===== config.mk =====
export PLATFORM = sky130hd
export DESIGN_NAME = write_truncate_bank_precharge
export DESIGN_NICKNAME = d
export VERILOG_FILES = /design/src/common/bank_ctl_pkg.sv /design/src/rtl/bank_timer.sv /design/src/rtl/write_truncate_bank_precharge.sv
export SDC_FILE = /design/constraint.sdc
export NUM_CORES = 1
export LEC_CHECK = 0
export BUFFER_PORTS_ARGS = -buffer_cell sky130_fd_sc_hd__clkbuf_2
export CAP_MARGIN = 0
export CORE_ASPECT_RATIO = 1.1
export CORE_MARGIN = 4
export CORE_UTILIZATION = 60
export DETAILED_ROUTE_END_ITERATION = 16
export HOLD_SLACK_MARGIN = 0.06
export MAX_ROUTING_LAYER = met4
export PLACE_DENSITY = 0.84
export SYNTH_ARGS = -nofsm -noshare
export SYNTH_HDL_FRONTEND = slang
export SYNTH_SLANG_ARGS = --single-unit

===== constraint.sdc =====
create_clock -name mclk -period 3.3 [get_ports mclk]
set_input_delay 0.165 -clock mclk [delete_from_list [all_inputs] [get_ports mclk]]
set_output_delay 0.165 -clock mclk [all_outputs]
set_load 0.05 [all_outputs]

===== src/common/bank_ctl_pkg.sv =====
// Constants for the bank write-termination and precharge block.
// Assumes a 100 MHz command clock; all timing figures are in ns.
package bank_ctl_pkg;
  localparam int unsigned clk_period_ns = 10;
  localparam int unsigned num_banks = 4;
  localparam int unsigned dq_width = 16;
  localparam int unsigned num_lanes = dq_width / 8;
  localparam int unsigned col_width = 10;
  localparam int unsigned row_width = 14;
  // Timing figures (plain defaults) and derived cycle counts
  localparam int unsigned t_wr_ns = 15;
  localparam int unsigned t_ras_ns = 42;
  localparam int unsigned t_rp_ns = 18;
  localparam int unsigned t_wtr_ns = 10;
  localparam int unsigned wr_cycles = (t_wr_ns + clk_period_ns - 1) / clk_period_ns;
  localparam int unsigned ras_cycles = (t_ras_ns + clk_period_ns - 1) / clk_period_ns;
  localparam int unsigned rp_cycles = (t_rp_ns + clk_period_ns - 1) / clk_period_ns;
  localparam int unsigned wtr_cycles = (t_wtr_ns + clk_period_ns - 1) / clk_period_ns;
  localparam int unsigned cnt_width = 5;
  localparam logic [cnt_width-1:0] wr_cnt = cnt_width'(wr_cycles);
  localparam logic [cnt_width-1:0] ras_cnt = cnt_width'(ras_cycles);
  localparam logic [cnt_width-1:0] rp_cnt = cnt_width'(rp_cycles);
  localparam logic [cnt_width-1:0] wtr_cnt = cnt_width'(wtr_cycles);
  // Field positions
  localparam int unsigned ap_bit = 10;
  // Burst length codes
  localparam logic [1:0] bl_2 = 2'h0;
  localparam logic [1:0] bl_4 = 2'h1;
  localparam logic [1:0] bl_8 = 2'h2;
  localparam logic [1:0] bl_16 = 2'h3;
  // Command and bank state encodings
  typedef enum logic [2:0] {cmd_nop, cmd_act, cmd_rd, cmd_wr, cmd_pre} cmd_t;
  typedef enum logic [1:0] {bank_idle, bank_active, bank_access, bank_prech} bank_st_t;
endpackage


===== src/rtl/bank_timer.sv =====
// One bank's state and its recovery, row-active and precharge counters.
// Assumes commands arrive decoded and one per clock from the top.
`timescale 1ns/1ns
module bank_timer
(
  input wire logic mclk,
  input wire logic rst_n,
  input wire logic act_i,
  input wire logic access_i,
  input wire logic auto_pre_i,
  input wire logic burst_done_i,
  input wire logic pre_i,
  output logic [1:0] state_o,
  output logic pre_start_o
);
  // ****************************************
  // Bank state
  // ****************************************
  bank_ctl_pkg::bank_st_t st_ff;
  bank_ctl_pkg::bank_st_t nxt_st;
  logic [bank_ctl_pkg::cnt_width-1:0] ras_ff;
  logic [bank_ctl_pkg::cnt_width-1:0] wr_ff;
  logic [bank_ctl_pkg::cnt_width-1:0] rp_ff;
  logic ap_ff;
  logic done_seen_ff;
  wire ras_met = (ras_ff == '0);
  wire wr_met = done_seen_ff && (wr_ff == '0);
  // Auto precharge fires at the first cycle tRAS and write recovery both allow
  wire ap_fire = (st_ff == bank_ctl_pkg::bank_access) && ap_ff && ras_met && wr_met;
  // Explicit precharge on a closed or closing bank is a no-op
  wire pre_take = pre_i && ((st_ff == bank_ctl_pkg::bank_active) ||
    (st_ff == bank_ctl_pkg::bank_access && !ap_ff));
  wire rp_done = (st_ff == bank_ctl_pkg::bank_prech) && (rp_ff <= 5'h1);

  always_comb
  begin
    nxt_st = st_ff;
    case (st_ff)
      bank_ctl_pkg::bank_idle:
        if (act_i)
          nxt_st = bank_ctl_pkg::bank_active;
      bank_ctl_pkg::bank_active:
        if (pre_take)
          nxt_st = bank_ctl_pkg::bank_prech;
        else if (access_i)
          nxt_st = bank_ctl_pkg::bank_access;
      bank_ctl_pkg::bank_access:
        if (ap_fire || pre_take)
          nxt_st = bank_ctl_pkg::bank_prech;
        else if (done_seen_ff && !ap_ff && wr_ff == '0)
          nxt_st = bank_ctl_pkg::bank_active;
      bank_ctl_pkg::bank_prech:
        if (rp_done)
          nxt_st = bank_ctl_pkg::bank_idle;
      default:
        nxt_st = bank_ctl_pkg::bank_idle;
    endcase
  end

  always_ff @(posedge mclk or negedge rst_n)
  begin
    if (!rst_n)
    begin
      st_ff <= bank_ctl_pkg::bank_idle;
      ras_ff <= '0;
      wr_ff <= '0;
      rp_ff <= '0;
      ap_ff <= 1'b0;
      done_seen_ff <= 1'b0;
      pre_start_o <= 1'b0;
    end
    else
    begin
      st_ff <= nxt_st;
      pre_start_o <= (nxt_st == bank_ctl_pkg::bank_prech) && (st_ff != bank_ctl_pkg::bank_prech);
      if (act_i && st_ff == bank_ctl_pkg::bank_idle)
        ras_ff <= bank_ctl_pkg::ras_cnt - 5'h1;
      else if (!ras_met)
        ras_ff <= ras_ff - 5'h1;
      // Auto precharge latched per access only
      if (access_i)
        ap_ff <= auto_pre_i;
      else if (nxt_st != bank_ctl_pkg::bank_access)
        ap_ff <= 1'b0;
      // Write recovery timed from the edge after the final pair
      if (access_i)
        done_seen_ff <= 1'b0;
      else if (burst_done_i)
        done_seen_ff <= 1'b1;
      if (burst_done_i)
        wr_ff <= bank_ctl_pkg::wr_cnt - 5'h1;
      else if (wr_ff != '0)
        wr_ff <= wr_ff - 5'h1;
      if (nxt_st == bank_ctl_pkg::bank_prech && st_ff != bank_ctl_pkg::bank_prech)
        rp_ff <= bank_ctl_pkg::rp_cnt;
      else if (rp_ff != '0)
        rp_ff <= rp_ff - 5'h1;
    end
  end

  assign state_o = st_ff;
endmodule


===== src/rtl/write_truncate_bank_precharge.sv =====
// Bank write-termination and precharge logic of a four-bank DDR memory.
// Assumes command decode synchronous to mclk; strobe edges arrive as
// per-lane qualified samples (rise/fall) already aligned to mclk.
`timescale 1ns/1ns
module write_truncate_bank_precharge
(
  input wire logic mclk,
  input wire logic rst_n,
  input wire logic [2:0] cmd,
  input wire logic [1:0] bank_addr,
  input wire logic [13:0] addr,
  input wire logic [1:0] burst_len,
  input wire logic [15:0] dq_rise,
  input wire logic [15:0] dq_fall,
  input wire logic lower_byte_strobe,
  input wire logic upper_byte_strobe,
  input wire logic lower_byte_mask_rise,
  input wire logic lower_byte_mask_fall,
  input wire logic upper_byte_mask_rise,
  input wire logic upper_byte_mask_fall,
  output logic arr_we,
  output logic [1:0] arr_bank,
  output logic [9:0] arr_col,
  output logic [31:0] arr_data,
  output logic [3:0] arr_byte_en,
  output logic [7:0] bank_state,
  output logic wtr_busy
);
  // ****************************************
  // Command decode
  // ****************************************
  wire is_act = (cmd == bank_ctl_pkg::cmd_act);
  wire is_rd = (cmd == bank_ctl_pkg::cmd_rd);
  wire is_wr = (cmd == bank_ctl_pkg::cmd_wr);
  wire is_pre = (cmd == bank_ctl_pkg::cmd_pre);
  wire a10 = addr[bank_ctl_pkg::ap_bit];
  wire [3:0] bank_sel = 4'h1 << bank_addr;
  // Burst pairs less one: BL/2 - 1
  wire [3:0] pairs_m1 = (burst_len == bank_ctl_pkg::bl_2) ? 4'h0 :
    (burst_len == bank_ctl_pkg::bl_4) ? 4'h1 :
    (burst_len == bank_ctl_pkg::bl_8) ? 4'h3 : 4'h7;

  // ****************************************
  // Write burst tracking
  // ****************************************
  logic wr_pend_ff;
  logic wr_run_ff;
  logic [3:0] pair_ff;
  logic [3:0] last_ff;
  logic [1:0] wbank_ff;
  logic [9:0] wcol_ff;
  logic rd_run_ff;
  logic [3:0] rpair_ff;
  logic [1:0] rbank_ff;
  logic [3:0] wr_done;
  logic [3:0] rd_done;
  logic [bank_ctl_pkg::cnt_width-1:0] wtr_ff;
  // A precharge to the writing bank, or any read or write, cuts the burst short
  wire trunc_pre = is_pre && (a10 || bank_addr == wbank_ff);
  wire cut = (wr_run_ff || wr_pend_ff) && (is_rd || trunc_pre || is_wr);
  wire pair_take = wr_run_ff && lower_byte_strobe && upper_byte_strobe && !cut;
  wire wr_last = pair_take && (pair_ff == last_ff);
  // Interleaved order within the pair group, fixed for every burst
  wire [9:0] col_now = {wcol_ff[9:4], wcol_ff[3:0] ^ {pair_ff[2:0], 1'b0}};
  // Live per-bank state, one cycle ahead of the registered bank_state port
  wire [7:0] st_all;
  logic [3:0] pre_start;
  logic [3:0] lane_keep;

  // Mask per byte lane and edge; rise element in low half, fall in high
  assign lane_keep = {~upper_byte_mask_fall, ~lower_byte_mask_fall,
    ~upper_byte_mask_rise, ~lower_byte_mask_rise};

  always_ff @(posedge mclk or negedge rst_n)
  begin
    if (!rst_n)
    begin
      wr_pend_ff <= 1'b0;
      wr_run_ff <= 1'b0;
      pair_ff <= 4'h0;
      last_ff <= 4'h0;
      wbank_ff <= 2'h0;
      wcol_ff <= 10'h0;
    end
    else
    begin
      // First pair comes two clocks after the command
      wr_pend_ff <= 1'b0;
      if (is_wr)
      begin
        wr_pend_ff <= 1'b1;
        wbank_ff <= bank_addr;
        wcol_ff <= addr[9:0];
        last_ff <= pairs_m1;
      end
      if (wr_pend_ff && !cut)
      begin
        wr_run_ff <= 1'b1;
        pair_ff <= 4'h0;
      end
      else if (cut || wr_last)
        wr_run_ff <= 1'b0;
      else if (pair_take)
        pair_ff <= pair_ff + 4'h1;
    end
  end

  // ****************************************
  // Array write port
  // ****************************************
  always_ff @(posedge mclk or negedge rst_n)
  begin
    if (!rst_n)
    begin
      arr_we <= 1'b0;
      arr_bank <= 2'h0;
      arr_col <= 10'h0;
      arr_data <= 32'h0;
      arr_byte_en <= 4'h0;
    end
    else
    begin
      arr_we <= pair_take && (lane_keep != 4'h0);
      arr_bank <= wbank_ff;
      arr_col <= col_now;
      arr_data <= {dq_fall, dq_rise};
      arr_byte_en <= lane_keep;
    end
  end

  // ****************************************
  // Read burst end (for auto precharge)
  // ****************************************
  always_ff @(posedge mclk or negedge rst_n)
  begin
    if (!rst_n)
    begin
      rd_run_ff <= 1'b0;
      rpair_ff <= 4'h0;
      rbank_ff <= 2'h0;
    end
    else if (is_rd)
    begin
      rd_run_ff <= 1'b1;
      rpair_ff <= pairs_m1;
      rbank_ff <= bank_addr;
    end
    else if (rd_run_ff && (rpair_ff == 4'h0 || is_wr || is_pre))
      rd_run_ff <= 1'b0;
    else if (rd_run_ff)
      rpair_ff <= rpair_ff - 4'h1;
  end

  // Read precharge may start BL/2 clocks after the command
  assign rd_done = (rd_run_ff && rpair_ff == 4'h0) ? (4'h1 << rbank_ff) : 4'h0;
  // Recovery counts from the edge after the final pair or the cut
  assign wr_done = ((wr_last || (cut && wr_run_ff)) ? (4'h1 << wbank_ff) : 4'h0);

  // ****************************************
  // Write-to-read delay
  // ****************************************
  always_ff @(posedge mclk or negedge rst_n)
  begin
    if (!rst_n)
      wtr_ff <= '0;
    else if (wr_last)
      wtr_ff <= bank_ctl_pkg::wtr_cnt;
    else if (wtr_ff != '0)
      wtr_ff <= wtr_ff - 5'h1;
  end

  always_ff @(posedge mclk or negedge rst_n)
  begin
    if (!rst_n)
      wtr_busy <= 1'b0;
    else
      wtr_busy <= wr_last || (wtr_ff > 5'h1);
  end

  // ****************************************
  // Per-bank state
  // ****************************************
  genvar gi;
  generate
    for (gi = 0; gi < 4; gi++)
    begin : g_bank
      wire [1:0] st;
      bank_timer u_bank
      (
        .mclk(mclk),
        .rst_n(rst_n),
        .act_i(is_act && bank_sel[gi]),
        .access_i((is_rd || is_wr) && bank_sel[gi]),
        .auto_pre_i(a10),
        .burst_done_i(wr_done[gi] || rd_done[gi]),
        .pre_i(is_pre && (a10 || bank_sel[gi])),
        .state_o(st),
        .pre_start_o(pre_start[gi])
      );
      assign st_all[2*gi +: 2] = st;

    end
  endgenerate

  // One register for the whole field keeps a single writer per variable
  always_ff @(posedge mclk or negedge rst_n)
  begin
    if (!rst_n)
      bank_state <= 8'h0;
    else
      bank_state <= st_all;
  end
endmodule


== Yosys cells after proc, flatten, opt, wreduce, memory -nomap -nowiden ==
Cells that the tools add are included.
Word-level totals
  output and inout port bits: 58
  logic and storage cells: 338
  bits in latches: 0
  bits in writable memories: 0
  input bits: 61
  register bits: 168
  memories kept: 0
  bits in read-only memories: 0
Operators by class
  shifts and indexed selects: 3
  multiply operators: 0
  equal/unequal tests: 38
  divide/modulo/power cells: 0
  $add $sub $neg: 15
  bitwise operators: 5
  magnitude comparators: 5
  reductions and logical operators: 145
  multiplexer cells: 86
Operator list (number)
  $mux W5: 26
  $logic_and A1 B1 Y1: 67
  $sub A5 B1 Y5 const B: 13
  $mux W2: 24
  $reduce_bool A5 Y1: 9
  $reduce_bool A2 Y1: 21
  $logic_not A5 Y1: 8
  $mux W4: 8
  $pmux W2 S4: 4
  $ne A2 B2 Y1 const B: 14
  $eq A2 B2 Y1 const B: 13
  $logic_or A1 B1 Y1: 26
  $mux W1: 21
  $le A5 B1 Y1 const B: 4
  $shl A1 B2 Y4 const A: 3
  $eq A2 B1 Y1 const B: 5
  $logic_not A2 Y1: 5
  $mux W3: 3
  $eq A3 B2 Y1 const B: 2
  $gt A5 B1 Y1 const B: 1
  $logic_not A1 Y1: 5
  $add A4 B1 Y4 const B: 1
  $eq A4 B4 Y1: 1
  $logic_not A4 Y1: 1
  other kinds (8): 12

== Depth between registers and ports, before layout ==
Gate-level depths: netlist of the first run.
  depth after elaboration: 14
  mapped depth: 7
  depth with buffers taken out: 7

== Hierarchy ==
From an unflattened synthesis of the first run, not the netlist that was laid out.
Second synthesis, totals
  cell total of the unflattened synthesis: 716
  area total of the unflattened synthesis: 7723.7 um2
Modules (own cells, without submodules)
  bank_timer (g_bank[0].u_bank ...): cells each 113, area each 1114.8 um2, instances 3
  write_truncate_bank_precharge: cells each 265, area each 3263.1 um2, instances 1
  bank_timer (g_bank[1].u_bank): cells each 112, area each 1116.1 um2, instances 1

== Worst setup path after synthesis of the first run ==
Ideal clock, no wire load.
  path kind: reg2reg
  from: register g_bank[2].u_bank.wr_ff[0] (netlist bit)
  to: register g_bank[2].u_bank.ap_ff
  data arrival time: 1768 ps
  cell stages (with the launch flop): 8
  slack: 1397 ps
  path buffers: 0
  data required time: 3164 ps
  cells stage by stage: dfrtp_1 > inv_1 > ha_1 > or4b_1 > nor3b_1 > nor2_1 > a211oi_1 > o22ai_1
On the way
  cells in the longest elaborated chain, start to end: 8
  elaborated cells on any way between the ends: 10
  those cells by class: 1 x eq/ne; 3 x mux; 6 x reduce/logical
RTL lines
  start: declaration: RTL line bank_timer.sv:22  | logic [bank_ctl_pkg::cnt_width-1:0] wr_ff;
  start signal: assignment: RTL line bank_timer.sv:91  | wr_ff <= bank_ctl_pkg::wr_cnt - 5'h1;
  start signal: assignment: RTL line bank_timer.sv:93  | wr_ff <= wr_ff - 5'h1;
  $logic_not A5 Y1 *: RTL line bank_timer.sv:27, bank_timer.sv:50
  $logic_and A1 B1 Y1: RTL line bank_timer.sv:27  | wire wr_met = done_seen_ff && (wr_ff == '0);
  $logic_and A1 B1 Y1: RTL line bank_timer.sv:29  | wire ap_fire = (st_ff == bank_ctl_pkg::bank_access) && ap_ff && ras_met && wr_met;
  $logic_or A1 B1 Y1: RTL line bank_timer.sv:48  | if (ap_fire || pre_take)
  $mux W2 *: RTL line bank_timer.sv:48
  $pmux W2 S4 *: RTL line bank_timer.sv:38  | case (st_ff)
  $ne A2 B2 Y1 *: RTL line bank_timer.sv:83  | else if (nxt_st != bank_ctl_pkg::bank_access)
  $reduce_bool A2 Y1 (no source line) *
  end signal: assignment: RTL line bank_timer.sv:82  | ap_ff <= auto_pre_i;
  end: declaration: RTL line bank_timer.sv:24  | logic ap_ff;
Every way passes the cells marked *; elsewhere a longest branch is shown, timed or not.
A chain may end at the register's enable or synchronous reset.

== Worst setup path in the final report of the first run ==
  from: register g_bank[3].u_bank.wr_ff[0] (netlist bit)
  to: register g_bank[3].u_bank.ap_ff
On the way
  cells in the longest elaborated chain, start to end: 8
  elaborated cells on any way between the ends: 10
  those cells by class: 1 x eq/ne; 3 x mux; 6 x reduce/logical
RTL lines (RTL line)
  start: declaration: bank_timer.sv:22
  start signal: assignment: bank_timer.sv:91
  start signal: assignment: bank_timer.sv:93
  $logic_not A5 Y1 *: bank_timer.sv:27, bank_timer.sv:50
  $logic_and A1 B1 Y1: bank_timer.sv:27
  $logic_and A1 B1 Y1: bank_timer.sv:29
  $logic_or A1 B1 Y1: bank_timer.sv:48
  $mux W2 *: bank_timer.sv:48
  $pmux W2 S4 *: bank_timer.sv:38
  $ne A2 B2 Y1 *: bank_timer.sv:83
  $reduce_bool A2 Y1 (no source line) *
  end signal: assignment: bank_timer.sv:82
  end: declaration: bank_timer.sv:24
Marks and branches as above.

==> results of run 1 <==
## worst max path at each step
stage / end / slack, ns / cells after the start
after floorplan: g_bank[2].u_bank.ap_ff / 1.40 / 7
after global placement: g_bank[3].u_bank.ap_ff / 1.19 / 7
after detailed placement: g_bank[3].u_bank.ap_ff / 1.09 / 7
after CTS: g_bank[3].u_bank.ap_ff / 0.97 / 7
after global routing: g_bank[3].u_bank.ap_ff / 0.70 / 7
final: g_bank[3].u_bank.ap_ff / 0.90 / 7
## repair_timing
action | 4_1_cts | 5_1_grt
setup endpoints to repair | 0 | 0
endpoints found under the hold margin | 167 | 0
hold buffers | 51 | 0
## kinds of logic (layout without fill, tap and decap cells)
family | Yosys count | in the layout | synth area share [%]
flops | 167 | 167 | 56.0
simple gates | 245 | 245 | 16.9
compound gates | 116 | 116 | 11.2
buf+inv | 57 | 250 | 3.05
mux | 17 | 17 | 2.53
xor+xnor | 39 | 39 | 4.68
fa+ha+maj | 34 | 34 | 5.70
## power by group
group / total (mW) / internal (mW) / switching, mW
combinational: 2.70 / 1.11 / 1.60
sequential: 3.32 / 2.70 / 0.616
clock: 2.05 / 1.21 / 0.835
total: 8.07 / 5.02 / 3.05
## registers in the layout (all words and copies together) (netlist names), 5 cells and up
| name | cells |
|---|---|
| wcol_ff | 10 |
| arr_data | 32 |
| g_bank.u_bank.state_o | 8 |
| g_bank.u_bank.wr_ff | 20 |
| arr_col | 10 |
| g_bank.u_bank.rp_ff | 20 |
| wtr_ff | 5 |
| bank_state | 8 |
| g_bank.u_bank.ras_ff | 20 |
## critical path: stages, from the launching register on
cell and delay [ns]:
dfrtp_1 0.38, inv_1 0.13, ha_1 0.18, nor4b_2 0.56, and3_1 0.29, o21ai_0 0.13, a311oi_1 0.45, o22ai_1 0.15
## cell usage in the layout, fill, tap and decap left out, drive strengths merged, types with 6 or more instances in the layout
cell type / instances
nand3: 10
nor2: 78
nor4: 10
nor4b: 11
nor3: 25
clkinv: 6
nand2: 57
ha: 34
nand2b: 10
or3: 15
clkbuf: 132
xnor2: 24
o21ai: 25
dfrtp: 167
mux2: 15
a21oi: 38
xor2: 15
inv: 51
a211oi: 9
dlygate4sd3: 51
## layout make-up
class                           count  area share (%)
Timing Repair Buffer              168            12.0
Clock inverter                     14            1.86
Inverter                           50            2.01
Tap cell                          154            2.06
Multi-Input combinational cell    451            32.7
Sequential cell                   167            44.7
Clock buffer                       18            4.70
## cell usage after synthesis, drive strengths merged (2+ instances only)
master	number	area [sq um]
a311oi	2	17.5
a211o	2	17.5
dfrtp	167	4180
a21oi	38	194
o22ai	5	31.3
o32ai	5	119
xnor2	24	210
ha	34	425
nor3b	5	37.5
a2111o	2	22.5
or3b	2	17.5
a211oi	9	67.6
o211ai	5	37.5
xor2	15	139
or3	15	93.8
nand4	3	18.8
buf	3	15.0
o31ai	4	30.0
nand2	57	214
o2111a	3	33.8
nand3	10	50.1
clkbuf	4	25.0
nand2b	10	62.6
or2	5	31.3
nor4b	11	140
inv	49	184
nor2b	4	25.0
o21ai	25	125
o21a	4	30.0
nor4	10	75.1
nor2	78	293
and3	3	18.8
a21o	2	15.0
mux2i	2	20.0
mux2	15	169
nand3b	4	30.0
nor3	25	125
## per-layer routing
| layer | vias to the layer above | GRT usage [%] | routed length (um) |
|---|---|---|---|
| met5 | - | - | 0 |
| met4 | 0 | 9.92 | 457 |
| met3 | 42 | 5.41 | 621 |
| met2 | 134 | 44.2 | 9100 |
| met1 | 2813 | 28.0 | 6400 |
| li1 | 2692 | - | - |
==> run_results.csv, run 1 <==
group,metric,value,unit
place,hpwl,10600,um
final_layout,num_antenna_cells,0,
clock_network,path_clk_slew,0.07,ns
sta,whs,0.116,ns
die,start_util,61.8,%
hold_path,min_path_type,"in2reg",
sta,worstMarginPinSlew,1.03,ns
pwr,leakagePower,4.35,nW
logic_synthesis,synth_top_flop_cell,"dfrtp_1",
sta,period_minus_slack,2.40,ns
critical_path,worstPathMaxFanout,7,
logic_synthesis,ys_seq_elements,167,
final_layout,final_core_util,77.4,%
logic_synthesis,syn_area_per_cell,11.1,sq um
grt,grt_pass1_vias,5937,
sta,period_share,72.8,%
final_layout,drive_gt1_share,21.4,%
sta,finalSetupViolCount,0,
final_layout,finalInstanceArea,9350,sq um
critical_path,timing.critical_path.from,"g_bank[3].u_bank.wr_ff[0]",
grt,grt_overflow,0,
critical_path,r2r_slack,0.90,ns
critical_path,end_kind,"flop",
logic_synthesis,syn_inst,675,
die,core,12100,sq um
critical_path,r2r_end,"g_bank[3].u_bank.ap_ff",
critical_path,reg2reg_from,"g_bank[3].u_bank.wr_ff[0]",
grt,grt_max_degree,115,
sta,slew_headroom,31.6,%
route,vias,5681,
route,routed_wl,16600,um
place,gp_congestion,0.826,
clock_network,cts_root_buf,"clkbuf_16",
die,row_count,42,
pwr,power_density,863,nW/um^2
logic_synthesis,synth-edff-count,0,
grt,antenna_found_initial,0,
clock_network,clkLatencyLatePin,0.43,ns
clock_network,htree_levels,4,
sta,fin_skew,0.00718,ns
hold_path,whs_path_depth,3,
clock_network,cts_setup_buffers,0,
final_layout,ff_latch_area,4180,sq um
route,routedWlPerCell,16.2,um
pwr,peakVddDrop,0.594,mV
place,dp.cells,939,
outcome,status,"finished clean",
place,place_area,8230,sq um
critical_path,arrival,2.69,ns
sta,final.setup.tns,0,ns
route,drc_errors,0,
route,final_antenna_net_count,0,
critical_path,crit_required,3.59,ns
run,cap_violations,0,
sta,max_freq,0.416,GHz
sta,rsz0062_at_grt,"false",
final_layout,fin_nets,950,
final_layout,final-instance-count-excl-fill,1022,
hold_path,worstHoldStart,"bank_addr[0]",
logic_synthesis,synth_cell_type_count,60,
sta,slew_violations,0,
hold_path,min_to,"wbank_ff[0]",
clock_network,ctsLongestPathBuffers,2,
final_layout,fill_cells,755,
final_layout,multi_input_comb_area,3060,sq um
logic_synthesis,seq_area_frac_synth,56.0,%
grt,track_usage,25.3,%
die,die_area,14300,sq um
clock_network,clock_sinks,167,
grt,grt_pass1_wl,28100,um
clock_network,cts_tree,"yes",
clock_network,ctsResizeCount,0,
critical_path,path_class,"reg2reg",
logic_synthesis,synthesis.nets,770,
route,dr.pass1.iters,5,
route,routed_via_density,5.56,
clock_network,cts_buffers,17,
place,port_buffers,115,
die,ios,119,
final_layout,area_growth_syn_to_layout,25.3,%
sta,hold_viol_final,0,
die,fp.dieH,125,um
critical_path,r2r_cells,7,
pwr,power.total,8.07,mW
die,die_w,114,um
critical_path,startpoint_type,"flop",
logic_synthesis,yosys_warnings,0,
sta,setup_ws,0.898,ns
logic_synthesis,async_flop_share,100,%
logic_synthesis,syn_area,7460,sq um
route,drt_iter0_markers,430,
place,post-place-ws,1.09,ns
(Power assumes the default switching activity.)
==> run 2: changes to the inputs <==
Settings changed: ABC_AREA set to 1, CORE_UTILIZATION 60 to 51, PLACE_DENSITY 0.84 to 0.76.
Clock period 3.3 ns to 2.2 ns, I/O delays scaled along.
==> run 2 against run 1 <==
Against the previous run: first-iteration DRC count shrank 37%; wire length is 6.1% lower; global-route usage is 4.6 points lower; final cell count grew 20%; register-to-register slack worse by 0.46 ns; critical path depth did not move; non-clock buffer count grew 6; critical path type is now in2reg; critical endpoint is now last_ff[0]; clock skew is 0.0014 ns higher; sequential share of layout area is 1.4 points lower; hold slack better by 0.059 ns; core utilization shrank 11 points.
==> run_results.csv, run 2 <==
group,metric,value,unit
logic_synthesis,syn_area_per_cell,9.18,sq um
critical_path,startpoint_type,"primary input",
grt,grt_pass1_wl,27800,um
sta,hold_viol_final,0,
die,start_util,52.6,%
route,routed_via_density,4.89,
grt,grt_max_degree,68,
grt,antenna_found_initial,0,
critical_path,max_stage_delay,0.59,ns
sta,period_share,85.9,%
final_layout,mostFrequentLayoutCells,"nand2_1 (186), dfrtp_1 (167), inv_1 (126), clkbuf_2 (114), nor2_1 (67)",
route,drt_iter0_markers,271,
die,ios,119,
clock_network,cts_root_buf,"clkbuf_16",
sta,slew_violations,0,
clock_network,cts_setup_buffers,0,
grt,grt_pass1_vias,5996,
pwr,power_density,1250,nW/um^2
sta,period_minus_slack,1.89,ns
place,port_buffers,115,
final_layout,largest-register,"arr_data",
logic_synthesis,syn_area,7660,sq um
final_layout,fill_cells,1115,
critical_path,arrival,2.22,ns
route,routedWlPerCell,12.7,um
logic_synthesis,yosys.area.top_type,"dfrtp_1",
pwr,pwr-share-comb,36.8,%
logic_synthesis,seq_area_frac_synth,54.5,%
logic_synthesis,synth_top_flop_cell,"dfrtp_1",
pwr,peakVddDrop,0.621,mV
clock_network,cts_buffers,17,
critical_path,path_class,"in2reg",
pwr,internal_power,7.37,mW
critical_path,reg2reg_from,"g_bank[1].u_bank.ras_ff[0]",
clock_network,ctsLongestPathBuffers,2,
critical_path,critPathSlowestCell,"dlygate4sd3_1",
clock_network,clkLatencyLatePin,0.43,ns
die,die_w,125,um
sta,rsz0062_at_grt,"false",
clock_network,clock_sinks,167,
sta,slew_headroom,59.1,%
place,place_area,8520,sq um
clock_network,htree_levels,4,
critical_path,timing.critical_path.from,"cmd[0]",
critical_path,path_cells,"dlygate4sd3_1 -> clkbuf_2 -> nand2_1 -> inv_1 -> o21ai_0 -> dlygate4sd3_1 -> o21ai_0",
die,core,14600,sq um
logic_synthesis,yosys_warnings,0,
die,die_area,17100,sq um
run,cap_violations,0,
die,row_count,46,
pwr,switching_share,39.1,%
pwr,leakagePower,5.19,nW
place,gp_congestion,0.873,
hold_path,min_path_type,"in2async",
critical_path,end_kind,"flop",
outcome,status,"finished clean",
pwr,switchingPower,4.74,mW
route,vias,6015,
logic_synthesis,async_flop_share,100,%
pwr,pwr-share-seq,39.6,%
sta,worstMarginPinSlew,0.608,ns
clock_network,ctsResizeCount,0,
clock_network,cts_tree,"yes",
final_layout,num_antenna_cells,0,
final_layout,largest_register_ffs,32,
grt,track_usage,20.7,%
route,drc_errors,0,
logic_synthesis,syn_inst,835,
pwr,pwr-share-clk,23.6,%
clock_network,cts_hold_buf,56,
final_layout,final_common_cell,"nand2_1",
sta,final.setup.tns,0,ns
logic_synthesis,synth_most_common_cell,"nand2_1",
final_layout,fin_nets,1120,
final_layout,finalInstanceArea,9650,sq um
final_layout,area_growth_syn_to_layout,25.9,%
logic_synthesis,synth_cell_type_count,38,
final_layout,drive_gt1_share,18.0,%
logic_synthesis,synthesis.nets,930,
logic_synthesis,synth-edff-count,0,
logic_synthesis,synth.top_cell.area_share,54.5,%
critical_path,worstPathMaxFanout,15,
sta,fin_skew,0.00856,ns
logic_synthesis,synthTopCellsByCount,"nand2_1 (186), dfrtp_1 (167), inv_1 (126)",
route,dr.pass1.iters,4,
sta,max_freq,0.529,GHz
place,hpwl,10500,um
logic_synthesis,ys_top_cells_by_area,"dfrtp_1 (55%), nand2_1 (9.1%), inv_1 (6.2%), ha_1 (5.6%), nand3_1 (4.0%)",
critical_path,crit_required,2.53,ns
die,fp.dieH,137,um
clock_network,path_clk_slew,0.07,ns
logic_synthesis,ys_seq_elements,167,
route,final_antenna_net_count,0,
route,routed_wl,15600,um
sta,finalSetupViolCount,0,
grt,grt_overflow,0,
-- run 2: path summary, 6_finish.rpt --
path | to | slack (ns) | cells past startpoint
max | last_ff[0] | 0.31 | 7
min | bank_state[0] | 0.18 | 2
max reg2reg | g_bank[1].u_bank.ap_ff | 0.44 | 10
min reg2reg | arr_col[7] | 0.38 | 0
max in group asynchronous | pair_ff[3] | 1.33 | 3
min in group mclk | g_bank[2].u_bank.done_seen_ff | 0.18 | 5
-- run 2: per-layer routing --
layer | vias up | global-route usage [%] | wire length [um]
li1 | 3034 | - | -
met1 | 2836 | 24.4 | 6660
met2 | 114 | 35.3 | 7970
met3 | 31 | 4.41 | 628
met4 | 0 | 7.89 | 306
met5 | - | - | 0
-- run 2: cell type report --
cell class | instances | area (sq um) | share of cell area [%]
Inverter | 132 | 495 | 5.13
Sequential cell | 167 | 4180 | 43.3
Clock buffer | 17 | 425 | 4.41
Multi-Input combinational cell | 533 | 2980 | 30.8
Clock inverter | 14 | 143 | 1.48
Timing Repair Buffer | 174 | 1190 | 12.3
Tap cell | 192 | 240 | 2.49
-- run 2: kinds of logic (layout without fill, tap and decap cells) --
logic type / Yosys count / after routing / synth area share (%)
and+or+nand+nor: 383 / 383 / 23.0
DFF: 167 / 167 / 54.5
buffers and inverters: 135 / 337 / 6.64
AOI/OAI and AO/OA: 76 / 76 / 5.66
xor gates and xnor gates: 35 / 35 / 4.00
adders and majority gates: 34 / 34 / 5.55
muxes: 5 / 5 / 0.653
-- run 2: worst max-delay path: cells and delay by family --
family                 cells  cell delay [ns]
AO/OA/AOI/OAI              2             0.24
buffers and inverters      4             1.70
AND/OR/NAND/NOR            1             0.17
-- run 2: power groups by stage --
stage / combinational (mW) / sequential, mW / clock [mW]
after CTS: 4.51 / 4.79 / 2.93
final: 4.46 / 4.79 / 2.86
after floorplan: 2.99 / 5.21 / 0
after global placement: 4.22 / 4.80 / 0
after global routing: 5.16 / 4.92 / 3.06
after detailed placement: 4.39 / 4.82 / 0
-- run 2: metrics by stage --
stage	setup slack, ns	util, %	cells	hold slack, ns	power [mW]
2_1_floorplan	0.658	-	835	-0.186	8.20
3_3_place_gp	0.477	58.5	1142	0.0749	9.02
3_5_place_dp	0.475	58.5	1142	0.0765	9.21
4_1_cts	0.365	66.3	1229	0.158	12.2
5_1_grt	0.148	66.3	1229	0.214	13.1
6_report	0.310	66.3	1229	0.175	12.1
==> run 3: changes to the inputs <==
Settings changed: BUFFER_PORTS_ARGS -buffer_cell sky130_fd_sc_hd__clkbuf_2 to not set, CORE_ASPECT_RATIO 1.1 to 1.75, CORE_UTILIZATION 51 to 60, DONT_BUFFER_PORTS set to 1.
Clock period 2.2 ns to 2 ns, I/O delays scaled along.
==> run 3 against run 2 <==
Against the previous run: the run now ends with hold timing left; register-to-register slack got worse by 0.22 ns; die area fell by 14%; via count fell by 1.9%; combinational power fell by 6.1%; global-route usage rose by 3.9 points; first-iteration DRC count rose by 10%; non-clock buffer count fell by 110; largest power group unchanged; total power rose by 9.8%; clock skew rose by 0.00050 ns; wire length rose by 6.3%; highest routed layer unchanged.
==> run_results.csv, run 3 (synthesized netlist as in run 2, its figures left out) <==
group,metric,value,unit
clock_network,clkLatencyLatePin,0.42,ns
sta,rsz0062_at_grt,"false",
clock_network,cts_tree,"yes",
grt,track_usage,24.6,%
place,dp.cells,1003,
pwr,peakVddDrop,0.877,mV
run,cap_violations,0,
critical_path,end_kind,"flop",
die,start_util,61.3,%
clock_network,cts_setup_buffers,0,
final_layout,area_growth_syn_to_layout,18.4,%
final_layout,largest-register,"arr_data",
outcome,violations,"hold timing",
route,routedWlPerCell,15.1,um
sta,slew_violations,0,
sta,max_freq,0.533,GHz
die,row_count,54,
critical_path,crit_required,2.35,ns
sta,slew_headroom,64.7,%
die,die_w,93.4,um
final_layout,final_common_cell,"nand2_1",
route,routed_via_density,5.38,
pwr,leakagePower,4.72,nW
place,place_area,7880,sq um
sta,finalSetupViolCount,0,
die,core,12500,sq um
critical_path,arrival,2.23,ns
clock_network,cts_buffers,17,
sta,fin_skew,0.00906,ns
pwr,power_density,1460,nW/um^2
critical_path,path_class,"in2reg",
final_layout,finalInstanceArea,9080,sq um
sta,hold_viol_final,167,
grt,grt_pass1_wl,27700,um
critical_path,startpoint_type,"primary input",
final_layout,mostFrequentLayoutCells,"nand2_1 (186), dfrtp_1 (167), inv_1 (126), nor2_1 (67)",
route,dr.pass1.iters,5,
hold_path,min_path_type,"in2async",
outcome,status,"complete, but fails checks",
clock_network,path_clk_slew,0.07,ns
critical_path,timing.critical_path.from,"cmd[0]",
route,routed_wl,16500,um
route,vias,5901,
grt,antenna_found_initial,0,
clock_network,ctsLongestPathBuffers,2,
route,final_antenna_net_count,0,
final_layout,fin_nets,1010,
die,fp.dieH,158,um
final_layout,largest_register_ffs,32,
clock_network,cts_root_buf,"clkbuf_16",
sta,period_minus_slack,1.88,ns
place,hpwl,11000,um
clock_network,cts_hold_buf,61,
grt,grt_pass1_vias,6118,
sta,period_share,93.8,%
place,post-place-ws,0.192,ns
sta,final.setup.tns,0,ns
grt,grt_max_degree,168,
grt,grt_overflow,0,
critical_path,reg2reg_from,"g_bank[3].u_bank.wr_ff[0]",
final_layout,final-instance-count-excl-fill,1096,
sta,whs,-0.634,ns
final_layout,num_antenna_cells,0,
critical_path,worstPathMaxFanout,9,
die,die_area,14700,sq um
final_layout,drive_gt1_share,7.97,%
route,drc_errors,0,
die,ios,119,
clock_network,clock_sinks,167,
sta,worstMarginPinSlew,0.526,ns
place,gp_congestion,0.882,
sta,setup_ws,0.124,ns
place,port_buffers,0,
route,drt_iter0_markers,298,
clock_network,htree_levels,4,
==> run 3: timing repair <==
| item | 4_1_cts | 5_1_grt |
|---|---|---|
| hold endpoints to repair | 237 | 167 |
| resized for setup | 0 | 1 |
| endpoints found under the setup margin | 0 | 1 |
==> run 3: metrics by stage <==
stage,total power [mW],hold WS [ns],utilization [%]
global route,14.2,-0.649,72.6
finish,13.3,-0.634,72.6
global placement,9.59,-0.192,63.1
CTS,13.3,-0.645,72.6
detailed placement,9.97,-0.191,63.1
floorplan,9.02,-0.196,-
==> run 3: area by class of cell <==
class,count,area (sq um)
clock buffers,18,439
clock inverters,14,138
flip-flops and latches,167,4180
inverters,132,495
multi-input cells,533,2980
repair buffers,64,633
fillers,899,3420
well taps,168,210
==> run 3: per-layer routing <==
| layer | part of all wire (%) | GRT usage, % | vias up |
|---|---|---|---|
| li1 | - | - | 2809 |
| met1 | 37 | 25.2 | 2883 |
| met2 | 56 | 44.5 | 157 |
| met3 | 3.7 | 4.78 | 52 |
| met4 | 3.3 | 11.7 | 0 |
| met5 | 0 | - | - |
==> run 3: path summary, 6_finish.rpt <==
path                            cells after the start  slack [ns]                       endpoint
worst max-delay path                                6        0.12                    rbank_ff[0]
worst min-delay path                                0       -0.63                   arr_data[29]
worst max register to register                      8        0.22         g_bank[3].u_bank.ap_ff
worst min register to register                      0        0.38                     arr_col[9]
max in group asynchronous                           0        2.39                    wbank_ff[0]
min in group mclk                                   5        0.08  g_bank[1].u_bank.done_seen_ff
==> run 3: worst max-delay path, cell delays in order <==
cell and delay [ns]:
dlygate4sd3_1 0.61, nor2_4 0.23, nand2_1 0.07, dlygate4sd3_1 0.56, o21ai_0 0.08, dlygate4sd3_1 0.58
==> run 3: power breakdown <==
group | switching [mW] | total, mW | internal [mW]
logic | 2.45 | 4.19 | 1.75
registers | 1.43 | 5.93 | 4.50
clock network | 1.39 | 3.17 | 1.78
